### config.mk
export PLATFORM = sky130hd
export DESIGN_NAME = dmarl_channel
export DESIGN_NICKNAME = d
export VERILOG_FILES = /design/src/core/dmarl_pkg.sv /design/src/core/dmarl_channel.sv
export SDC_FILE = /design/constraint.sdc
export NUM_CORES = 1
export LEC_CHECK = 0
export ABC_AREA = 1
export BUFFER_PORTS_ARGS = -buffer_cell sky130_fd_sc_hd__buf_4
export CAP_MARGIN = 20
export CORE_MARGIN = 2
export CORE_UTILIZATION = 45
export DETAILED_ROUTE_END_ITERATION = 10
export HOLD_SLACK_MARGIN = 0.02
export MAX_ROUTING_LAYER = met4
export PLACE_DENSITY = 0.7
export SLEW_MARGIN = 20
export SYNTH_ARGS = -nofsm -noshare
export SYNTH_HDL_FRONTEND = slang
export SYNTH_SLANG_ARGS = --single-unit
### constraint.sdc
create_clock -name clk -period 5.55 [get_ports clk]
set_input_delay 0.2775 -clock clk [delete_from_list [all_inputs] [get_ports clk]]
set_output_delay 0.2775 -clock clk [all_outputs]
set_load 0.03 [all_outputs]
### src/core/dmarl_pkg.sv
// Package for the reload/indirect DMA channel: modes, sizes, constants
package dmarl_pkg;
  localparam int          ADDR_W         = 32;
  localparam int          DATA_W         = 32;
  localparam int          CNT_W          = 24;
  localparam logic [1:0]  GROUP_LAST     = 2'h3;     // Fourth transfer of a reload group
  localparam logic [1:0]  GROUP_FIRST    = 2'h0;
  localparam logic [CNT_W-1:0] CNT_ONE   = 24'h00_0001;
  localparam logic [CNT_W-1:0] CNT_ZERO  = 24'h00_0000;
  localparam logic [ADDR_W-1:0] ADDR_ZERO = 32'h0000_0000;
  localparam logic [DATA_W-1:0] DATA_ZERO = 32'h0000_0000;
  localparam logic [ADDR_W-1:0] STEP_BYTE = 32'h0000_0001;
  localparam logic [ADDR_W-1:0] STEP_WORD = 32'h0000_0002;
  localparam logic [ADDR_W-1:0] STEP_LONG = 32'h0000_0004;

  // Address mode select, two bits
  typedef enum logic [1:0] {
    DMARL_AM_FIXED = 2'h0,
    DMARL_AM_INC   = 2'h1,
    DMARL_AM_DEC   = 2'h2,
    DMARL_AM_RSVD  = 2'h3
  } dmarl_amode_t;

  // Transfer size select, two bits
  typedef enum logic [1:0] {
    DMARL_SZ_BYTE = 2'h0,
    DMARL_SZ_WORD = 2'h1,
    DMARL_SZ_LONG = 2'h2,
    DMARL_SZ_RSVD = 2'h3
  } dmarl_size_t;
endpackage

### src/core/dmarl_channel.sv
// One DMA channel with source address reload and indirect source addressing
// Notes on behaviour
// - With reload on, the source address returns to its start value after every fourth transfer.
// - With reload on, the channel stops after the fourth transfer of a group and drops its bus request.
// - With reload off, the channel keeps running past the fourth transfer and the source keeps stepping per its mode.
// - The destination address follows its own mode whether reload is on or off.
// - At a reload stop the peripheral request flag is cleared and no interrupt is raised unless the count also reaches zero.
// - When the count reaches zero with the end interrupt enabled, an interrupt is raised.
// - When the count reaches zero, the peripheral request flag is cleared.
// - In burst mode the channel keeps the bus and runs transfers back to back.
// - In indirect mode the longword at the source address is read first and used as the real source.
// - The indirect pointer read is always a longword access.
// - In indirect mode the source address steps by four per its mode.
// - The destination write in indirect mode is a normal write of the configured size and mode.
module dmarl_channel
  import dmarl_pkg::*;
(
  input  wire logic                     clk,
  input  wire logic                     rst_n,
  // Channel configuration, sampled at start
  input  wire logic                     start,
  input  wire logic [dmarl_pkg::ADDR_W-1:0] source_address_reg_init,
  input  wire logic [dmarl_pkg::ADDR_W-1:0] dest_address_reg_init,
  input  wire logic [dmarl_pkg::CNT_W-1:0]  transfer_count_reg_init,
  input  wire logic                     xfer_size_sel_lo,
  input  wire logic                     xfer_size_sel_hi,
  input  wire logic                     src_addr_mode_lo,
  input  wire logic                     src_addr_mode_hi,
  input  wire logic [1:0]               dst_addr_mode,
  input  wire logic                     reload_en,
  input  wire logic                     indirect_en,
  input  wire logic                     burst_mode,
  input  wire logic                     end_interrupt_enable,
  // Peripheral request
  input  wire logic                     periph_req,
  output logic                          periph_req_clear,
  // System bus master
  output logic                          bus_req,
  input  wire logic                     bus_grant,
  output logic                          mem_valid,
  output logic                          mem_write,
  output logic [1:0]                    mem_size,
  output logic [dmarl_pkg::ADDR_W-1:0]  mem_addr,
  output logic [dmarl_pkg::DATA_W-1:0]  mem_wdata,
  input  wire logic                     mem_ready,
  input  wire logic [dmarl_pkg::DATA_W-1:0] mem_rdata,
  // Status
  output logic                          busy,
  output logic                          end_irq,
  output logic [dmarl_pkg::ADDR_W-1:0]  source_address_reg,
  output logic [dmarl_pkg::ADDR_W-1:0]  dest_address_reg,
  output logic [dmarl_pkg::CNT_W-1:0]   transfer_count_reg
);
  import dmarl_pkg::*;

  typedef enum logic [2:0] {
    ST_IDLE,
    ST_WAIT_REQ,
    ST_PTR_RD,
    ST_DATA_RD,
    ST_DATA_WR
  } dmarl_state_t;

  logic         rst_meta_r;
  logic         rst_sync_r;
  dmarl_state_t state_r;
  logic [ADDR_W-1:0] sar_r;
  logic [ADDR_W-1:0] sar_init_r;
  logic [ADDR_W-1:0] dar_r;
  logic [ADDR_W-1:0] real_src_r;
  logic [CNT_W-1:0]  cnt_r;
  logic [DATA_W-1:0] data_r;
  logic [1:0]        grp_r;
  dmarl_size_t       size_r;
  dmarl_amode_t      smode_r;
  dmarl_amode_t      dmode_r;
  logic              reload_r;
  logic              indirect_r;
  logic              burst_r;
  logic              ie_r;
  logic              clr_r;
  logic              irq_r;
  logic [ADDR_W-1:0] unit_step;
  logic [ADDR_W-1:0] src_step;
  logic              wr_done;
  logic              last_cnt;
  logic              grp_end;

  // Reset release through two flops
  always_ff @(posedge clk or negedge rst_n)
  begin
    if (!rst_n)
    begin
      rst_meta_r <= 1'b0;
      rst_sync_r <= 1'b0;
    end
    else
    begin
      rst_meta_r <= 1'b1;
      rst_sync_r <= rst_meta_r;
    end
  end

  // Step sizes for the data unit and the source pointer
  always_comb
  begin
    unique case (size_r)
      DMARL_SZ_BYTE: unit_step = STEP_BYTE;
      DMARL_SZ_WORD: unit_step = STEP_WORD;
      default:       unit_step = STEP_LONG;
    endcase
    src_step = indirect_r ? STEP_LONG : unit_step;
  end

  assign wr_done  = (state_r == ST_DATA_WR) && mem_ready;
  assign last_cnt = (cnt_r == CNT_ONE);
  assign grp_end  = reload_r && (grp_r == GROUP_LAST);

  // Channel sequencer
  always_ff @(posedge clk or negedge rst_sync_r)
  begin
    if (!rst_sync_r)
      state_r <= ST_IDLE;
    else
    begin
      unique case (state_r)
        ST_IDLE:
          if (start && (transfer_count_reg_init != CNT_ZERO))
            state_r <= ST_WAIT_REQ;
        ST_WAIT_REQ:
          if (periph_req && bus_grant)
            state_r <= indirect_r ? ST_PTR_RD : ST_DATA_RD;
        ST_PTR_RD:
          if (mem_ready)
            state_r <= ST_DATA_RD;
        ST_DATA_RD:
          if (mem_ready)
            state_r <= ST_DATA_WR;
        ST_DATA_WR:
          if (mem_ready)
          begin
            if (last_cnt || grp_end)
              state_r <= ST_IDLE;
            else if (burst_r)
              state_r <= indirect_r ? ST_PTR_RD : ST_DATA_RD;
            else
              state_r <= ST_WAIT_REQ;
          end
        default:
          state_r <= ST_IDLE;
      endcase
    end
  end

  // Configuration capture at start
  always_ff @(posedge clk or negedge rst_sync_r)
  begin
    if (!rst_sync_r)
    begin
      size_r     <= DMARL_SZ_BYTE;
      smode_r    <= DMARL_AM_FIXED;
      dmode_r    <= DMARL_AM_FIXED;
      reload_r   <= 1'b0;
      indirect_r <= 1'b0;
      burst_r    <= 1'b0;
      ie_r       <= 1'b0;
      sar_init_r <= ADDR_ZERO;
    end
    else if (state_r == ST_IDLE && start)
    begin
      size_r     <= dmarl_size_t'({xfer_size_sel_hi, xfer_size_sel_lo});
      smode_r    <= dmarl_amode_t'({src_addr_mode_hi, src_addr_mode_lo});
      dmode_r    <= dmarl_amode_t'(dst_addr_mode);
      reload_r   <= reload_en;
      indirect_r <= indirect_en;
      burst_r    <= burst_mode;
      ie_r       <= end_interrupt_enable;
      sar_init_r <= source_address_reg_init;
    end
  end

  // Source address, reload group position
  always_ff @(posedge clk or negedge rst_sync_r)
  begin
    if (!rst_sync_r)
    begin
      sar_r <= ADDR_ZERO;
      grp_r <= GROUP_FIRST;
    end
    else if (state_r == ST_IDLE && start)
    begin
      sar_r <= source_address_reg_init;
      grp_r <= GROUP_FIRST;
    end
    else if (wr_done)
    begin
      grp_r <= grp_r + 2'h1;
      if (grp_end)
        sar_r <= sar_init_r;
      else if (smode_r == DMARL_AM_INC)
        sar_r <= sar_r + src_step;
      else if (smode_r == DMARL_AM_DEC)
        sar_r <= sar_r - src_step;
    end
  end

  // Destination address, independent of reload
  always_ff @(posedge clk or negedge rst_sync_r)
  begin
    if (!rst_sync_r)
      dar_r <= ADDR_ZERO;
    else if (state_r == ST_IDLE && start)
      dar_r <= dest_address_reg_init;
    else if (wr_done && dmode_r == DMARL_AM_INC)
      dar_r <= dar_r + unit_step;
    else if (wr_done && dmode_r == DMARL_AM_DEC)
      dar_r <= dar_r - unit_step;
  end

  // Transfer count
  always_ff @(posedge clk or negedge rst_sync_r)
  begin
    if (!rst_sync_r)
      cnt_r <= CNT_ZERO;
    else if (state_r == ST_IDLE && start)
      cnt_r <= transfer_count_reg_init;
    else if (wr_done)
      cnt_r <= cnt_r - CNT_ONE;
  end

  // Pointer and data capture
  always_ff @(posedge clk or negedge rst_sync_r)
  begin
    if (!rst_sync_r)
    begin
      real_src_r <= ADDR_ZERO;
      data_r     <= DATA_ZERO;
    end
    else if (mem_ready && state_r == ST_PTR_RD)
      real_src_r <= mem_rdata;
    else if (mem_ready && state_r == ST_DATA_RD)
      data_r <= mem_rdata;
  end

  // End-of-group and end-of-count side effects
  always_ff @(posedge clk or negedge rst_sync_r)
  begin
    if (!rst_sync_r)
    begin
      clr_r <= 1'b0;
      irq_r <= 1'b0;
    end
    else
    begin
      clr_r <= wr_done && (last_cnt || grp_end);
      irq_r <= wr_done && last_cnt && ie_r;
    end
  end

  // Bus drive
  always_comb
  begin
    mem_valid = 1'b0;
    mem_write = 1'b0;
    mem_size  = size_r;
    mem_addr  = sar_r;
    unique case (state_r)
      ST_PTR_RD:
      begin
        mem_valid = 1'b1;
        mem_size  = DMARL_SZ_LONG;
      end
      ST_DATA_RD:
      begin
        mem_valid = 1'b1;
        mem_addr  = indirect_r ? real_src_r : sar_r;
      end
      ST_DATA_WR:
      begin
        mem_valid = 1'b1;
        mem_write = 1'b1;
        mem_addr  = dar_r;
      end
      default:
        mem_valid = 1'b0;
    endcase
  end

  // Bus held through a burst, dropped at stop
  assign bus_req = (state_r != ST_IDLE) &&
                   ((state_r != ST_WAIT_REQ) || periph_req);
  assign mem_wdata          = data_r;
  assign busy               = (state_r != ST_IDLE);
  assign periph_req_clear   = clr_r;
  assign end_irq            = irq_r;
  assign source_address_reg = sar_r;
  assign dest_address_reg   = dar_r;
  assign transfer_count_reg = cnt_r;
endmodule

## Word level (Yosys, flattened, before mapping)

Index checks and enable logic that the tools add are counted.

- Reductions and logical operators: 26
- $add $sub $neg: 6
- Bitwise gates (word level): 1
- Multiplexer cells: 28
- Equal/unequal tests: 17

Operator list:

| kind | number |
|---|---|
| two-way mux 32 bit | 10 |
| adder 32 bit | 2 |
| one-hot mux 32 bit (2 select lines) | 1 |
| subtractor 32 bit | 2 |
| two-way mux 24 bit | 2 |
| equality test 24 x 1 -> 1 bit (second input constant) | 1 |
| nonzero test 24 bit | 1 |
| subtractor 24 x 1 -> 24 bit (second input constant) | 1 |
| two-way mux 3 bit | 5 |
| one-hot mux 3 bit (5 select lines) | 1 |
| logical AND 1 bit | 13 |
| two-way mux 2 bit | 5 |
| != test 2 bit (second input constant) | 5 |
| equality test 2 x 1 -> 1 bit (second input constant) | 3 |
| equality test 2 bit (second input constant) | 3 |
| equality test 3 x 2 -> 1 bit (second input constant) | 2 |
| one-hot mux 3 bit (2 select lines) | 1 |
| nonzero test 3 bit | 2 |
| AND reduction 5 bit | 1 |
| AND reduction 2 bit | 2 |
| nonzero test 4 bit | 1 |
| equality test 3 x 1 -> 1 bit (second input constant) | 1 |
| equality test 3 bit (second input constant) | 1 |
| zero test 3 bit | 1 |
| other kinds (8) | 11 |

- Flip-flop bits (word level): 203
- Output and inout bits: 160
- Input port bits: 136
- Logic and storage cells: 97

## Logic depth before layout (Yosys ltp)

- Depth in word-level cells: 9
- Mapped depth: 23
- Depth with buffers taken out: 22

## Worst setup path after synthesis

Ideal clock, no wire load.

- Path kind: register to register
- Start: register state_r[0]
- End: register dar_r[19] (netlist: dest_address_reg[19])
- Cell stages (with the launch flop): 23
- Buffers on the path: 1
- Path slack: 2.705 ns
- Data arrival time: 2.725 ns
- Library setup time: 0.120 ns
- Data required time: 5.430 ns
- Period minus slack after synthesis: 2.845 ns
- Cell sequence: dfrtp_1 -> nor2_4 -> nand4_4 -> buf_4 -> o21ai_0 -> inv_1 -> ha_1 -> nand3_1 -> nand2_1 -> nand2_1 -> nand2_1 -> nand2_1 -> nand2_1 -> nand2_1 -> nand2_1 -> nand2_1 -> nand2_1 -> nand2_1 -> nand3_1 -> nand2_1 -> nand2_1 -> o21ai_1 -> nand2_1

- Word-level cells in the longest chain between the ends: 5
- Elaborated cells between the ends (all ways): 9
- Classes of those cells: eq/ne (1); mux (2); reduce/logical (6)

Ends and longest elaborated chain:

| what | RTL line | text |
|---|---|---|
| start: declaration | dmarl_channel.sv:66 | `dmarl_state_t state_r;` |
| start signal: assignment | dmarl_channel.sv:132 | `state_r <= indirect_r ? ST_PTR_RD : ST_DATA_RD;` |
| start signal: assignment | dmarl_channel.sv:145 | `state_r <= indirect_r ? ST_PTR_RD : ST_DATA_RD;` |
| equality test 3 bit | dmarl_channel.sv:115 | `assign wr_done = (state_r == ST_DATA_WR) && mem_ready;` |
| logical AND 1 bit | dmarl_channel.sv:115 |  |
| logical AND 1 bit | dmarl_channel.sv:214 | `else if (wr_done && dmode_r == DMARL_AM_INC)` |
| two-way mux 32 bit | dmarl_channel.sv:214 |  |
| two-way mux 32 bit | dmarl_channel.sv:212 | `else if (state_r == ST_IDLE && start)` |
| end signal: assignment | dmarl_channel.sv:213 | `dar_r <= dest_address_reg_init;` |
| end signal: assignment | dmarl_channel.sv:215 | `dar_r <= dar_r + unit_step;` |
| end signal: assignment | dmarl_channel.sv:217 | `dar_r <= dar_r - unit_step;` |
| end: declaration | dmarl_channel.sv:69 | `logic [ADDR_W-1:0] dar_r;` |

Parallel ways exist; a longest one is shown, timed or not.
A chain may end at the register's enable or synchronous reset.

## Final worst setup path

Ends and elaborated chain as after synthesis.

==> run_results.csv <==
group,metric,value,unit
sta,period_share,67.03,%
cells_and_area,areaGrowthSynthToFinish,29.18,%
clock_network,ctsResizeCount,0,
clock_network,clk_pin_slew,0.06,ns
floorplan,chipWidth,180.3,um
logic_synthesis,yosysSeqAreaShare,36.33,%
global_routing,antenna_found_initial,0,
sta,rsz0062_at_grt,"false",
clock_network,cts_buffer_depth,3,
clock_network,cts.hold.buffers_added,74,
placed_design,place.gp.congestion,0.9753,
floorplan,die_area,0.03250,mm2
run,maxCapViolations,0,
logic_synthesis,yosysWarnings,0,
critical_path,end_kind,"flip-flop",
detailed_routing,wl_per_cell,19.55,um
global_routing,grt_pass1_vias,14580,
power_and_ir_drop,combPwrFrac,66.8,%
power_and_ir_drop,clockPowerShare,12.0,%
placed_design,dp_worst_setup_slack,1.862,ns
critical_path,critPathLaunchType,"flip-flop",
floorplan,io_pins,296,
power_and_ir_drop,peakVddDrop,0.3802,mV
clock_network,numCtsBuffers,25,
logic_synthesis,netlist_area,0.01398,mm2
global_routing,grt_first_pass_wirelength,84.06,mm
sta,setup_viol,0,
floorplan,start_util,45.71,%
critical_path,worstPathArrival,4.14,ns
logic_synthesis,syn_inst,2031,
critical_path,reg2regPathDepth,21,
power_and_ir_drop,p_leak,9.380,nW
placed_design,hpwl,41.13,mm
clock_network,numClockSinks,203,
detailed_routing,avgViaCountPerCell,5.467,
cells_and_area,num-nets-final,2556,
critical_path,cpMaxStageDelayCell,"o21ai_0",
floorplan,fp.dieH,180.3,um
critical_path,path_max_fanout,40,
logic_synthesis,synth-edff-count,0,
global_routing,grt_usage,33.68,%
detailed_routing,ant_nets,0,
hold_path,worstHoldPathCells,3,
power_and_ir_drop,p_sw_share,54.91,%
sta,max_slew_margin,30.80,%
detailed_routing,drt_iter0_drc,1322,
cells_and_area,diodes,0,
clock_network,cts.htree.levels,1,
logic_synthesis,ys_ff_latch,203,
detailed_routing,route.final.wire_length,54.32,mm
sta,clock-skew-final,0.009353,ns
global_routing,grt_max_degree,141,
detailed_routing,drt_first_pass_iters,6,
detailed_routing,vias,15190,
logic_synthesis,synth_area_per_cell,6.884,um2
clock_network,postCtsSetupBuffers,0,
sta,finalCriticalPeriod,3.720,ns
clock_network,clockRootBuffer,"clkbuf_16",
critical_path,cpMostUsedCell,"nand2_1",
floorplan,fp-row-count,64,
sta,final_hold_viol_count,0,
placed_design,port_buffers,295,
sta,max_freq,268.8,MHz
logic_synthesis,syn_nets,2222,
critical_path,crit_chain,"nor2_4 -> nand4_4 -> o21ai_0 -> inv_1 -> ha_1 -> nand3_1 -> nand2_1 -> nand2_1 -> nand2_1 -> nand2_1 -> nand2_1 -> nand2_1 -> nand2_1 -> nand2_1 -> nand2_1 -> nand2_1 -> nand3_1 -> nand2_1 -> nand2_1 -> o21ai_1 -> nand2_1",
power_and_ir_drop,intPower,0.006286,W
power_and_ir_drop,pwr-share-seq,21.2,%
logic_synthesis,synthFlopType,"dfrtp_1",
critical_path,crit_required,5.97,ns
status,status,"complete, no violations",
clock_network,clkLatencyLatePin,0.53,ns
cells_and_area,final_common_cell,"nand2_1",
sta,worst_pin_slew,1.038,ns
power_and_ir_drop,powerDensity,771.9,mW/mm2
sta,setup_ws,1.830,ns
hold_path,hold_path.class,"input pin to flip-flop",
cells_and_area,final_cell_mix,"nand2_1, buf_4, inv_1, dfrtp_1, nor2_1",
logic_synthesis,synthDistinctLibCells,53,
logic_synthesis,async_flop_share,100.0,%
sta,finalMaxSlewViolations,0,
floorplan,design.core.area,0.03059,mm2
power_and_ir_drop,p_switching,0.007656,W
global_routing,grt_overflow_total,0,
detailed_routing,drc,0,
sta,whs,0.03067,ns
critical_path,crit_path_max_incr_delay,0.62,ns
critical_path,worst-setup-path-type,"flip-flop to flip-flop",
clock_network,cts_tree,"yes",
sta,tns,0,ns
cells_and_area,drive_above_1_share,16.79,%
## cells by family (layout without fill, tap and decap cells)
| logic type | count (synthesis) | count (layout) | synth area share [%] |
|---|---|---|---|
| adders and majority gates | 55 | 55 | 5.030 |
| and+or+nand+nor | 1002 | 1002 | 30.31 |
| buffers and inverters | 337 | 689 | 9.298 |
| DFF | 203 | 203 | 36.33 |
| other | 1 | 1 | 0.02682 |
| xor gates and xnor gates | 44 | 44 | 2.756 |
| AOI/OAI and AO/OA | 389 | 389 | 16.24 |
## critical path: cells and delay by family (launching register included)
family / cells / cell delay, ns
and+or+nand+nor: 17 / 2.04
AOI/OAI and AO/OA: 2 / 0.77
DFF: 1 / 0.44
buffers and inverters: 1 / 0.09
adders and majority gates: 1 / 0.28
## cell usage after synthesis, types with 9 or more instances
cell / number / area [um2]
nand2_1: 596 / 2237
inv_1: 256 / 960.9
dfrtp_1: 203 / 5080
nor2_1: 185 / 694.4
o21ai_0: 166 / 830.8
nand3_1: 140 / 700.7
a21oi_1: 94 / 470.5
ha_1: 53 / 663.1
clkbuf_1: 50 / 187.7
xor2_1: 30 / 262.8
o221ai_1: 28 / 245.2
o211ai_1: 24 / 180.2
a31oi_1: 20 / 125.1
nand4_1: 18 / 112.6
nor3_1: 14 / 70.07
xnor2_1: 14 / 122.6
buf_1: 11 / 41.29
nor4_1: 10 / 62.56
nand3_2: 9 / 90.09
## worst paths after layout
| check | startpoint | endpoint | slack, ns |
|---|---|---|---|
| worst min register to register | rst_meta_r | rst_sync_r | 0.36 |
| min in group asynchronous | rst_n | rst_meta_r | 0.05 |
| worst min-delay path | mem_rdata[24] | mem_wdata[24] | 0.03 |
| worst max register to register | state_r[0] | dest_address_reg[19] | 1.83 |
| worst max-delay path | state_r[0] | dest_address_reg[19] | 1.83 |
| max in group asynchronous | rst_sync_r | mem_wdata[21] | 3.77 |
## power by group through the flow
| stage | logic (W) | clock network, W | registers (W) |
|---|---|---|---|
| after floorplan | 0.00555 | 0 | 0.00348 |
| final | 0.00931 | 0.00168 | 0.00296 |
| after global routing | 0.0103 | 0.00177 | 0.00302 |
| after CTS | 0.00921 | 0.00170 | 0.00294 |
| after detailed placement | 0.00913 | 0 | 0.00295 |
| after global placement | 0.00904 | 0 | 0.00294 |
## layer usage
metal,GRT usage (%),vias up,part of all wire (%)
met4,10.32,0,3.3
met3,5.618,92,7.6
li1,-,7298,-
met5,-,-,0
met1,45.57,7198,44
met2,51.88,605,45
## stage by stage
step | power [W] | util, % | cell area, um2 | cells
finish | 0.01394 | 59.04 | 18060 | 2779
global placement | 0.01199 | 53.93 | 16500 | 2660
floorplan | 0.009031 | - | 13980 | 2031
detailed placement | 0.01208 | 53.93 | 16500 | 2660
CTS | 0.01385 | 59.04 | 18060 | 2779
global route | 0.01505 | 59.04 | 18060 | 2779
## final cells by class
type                            instances  area, um2
Clock buffer                           33      675.6
Clock inverter                         12      147.6
Fill cell                            2896      12530
Inverter                              265      996.0
Multi-Input combinational cell       1491       7620
Sequential cell                       203       5084
Tap cell                              396      495.5
Timing Repair Buffer                  379       3043
Power figures use the tool's default switching activity.
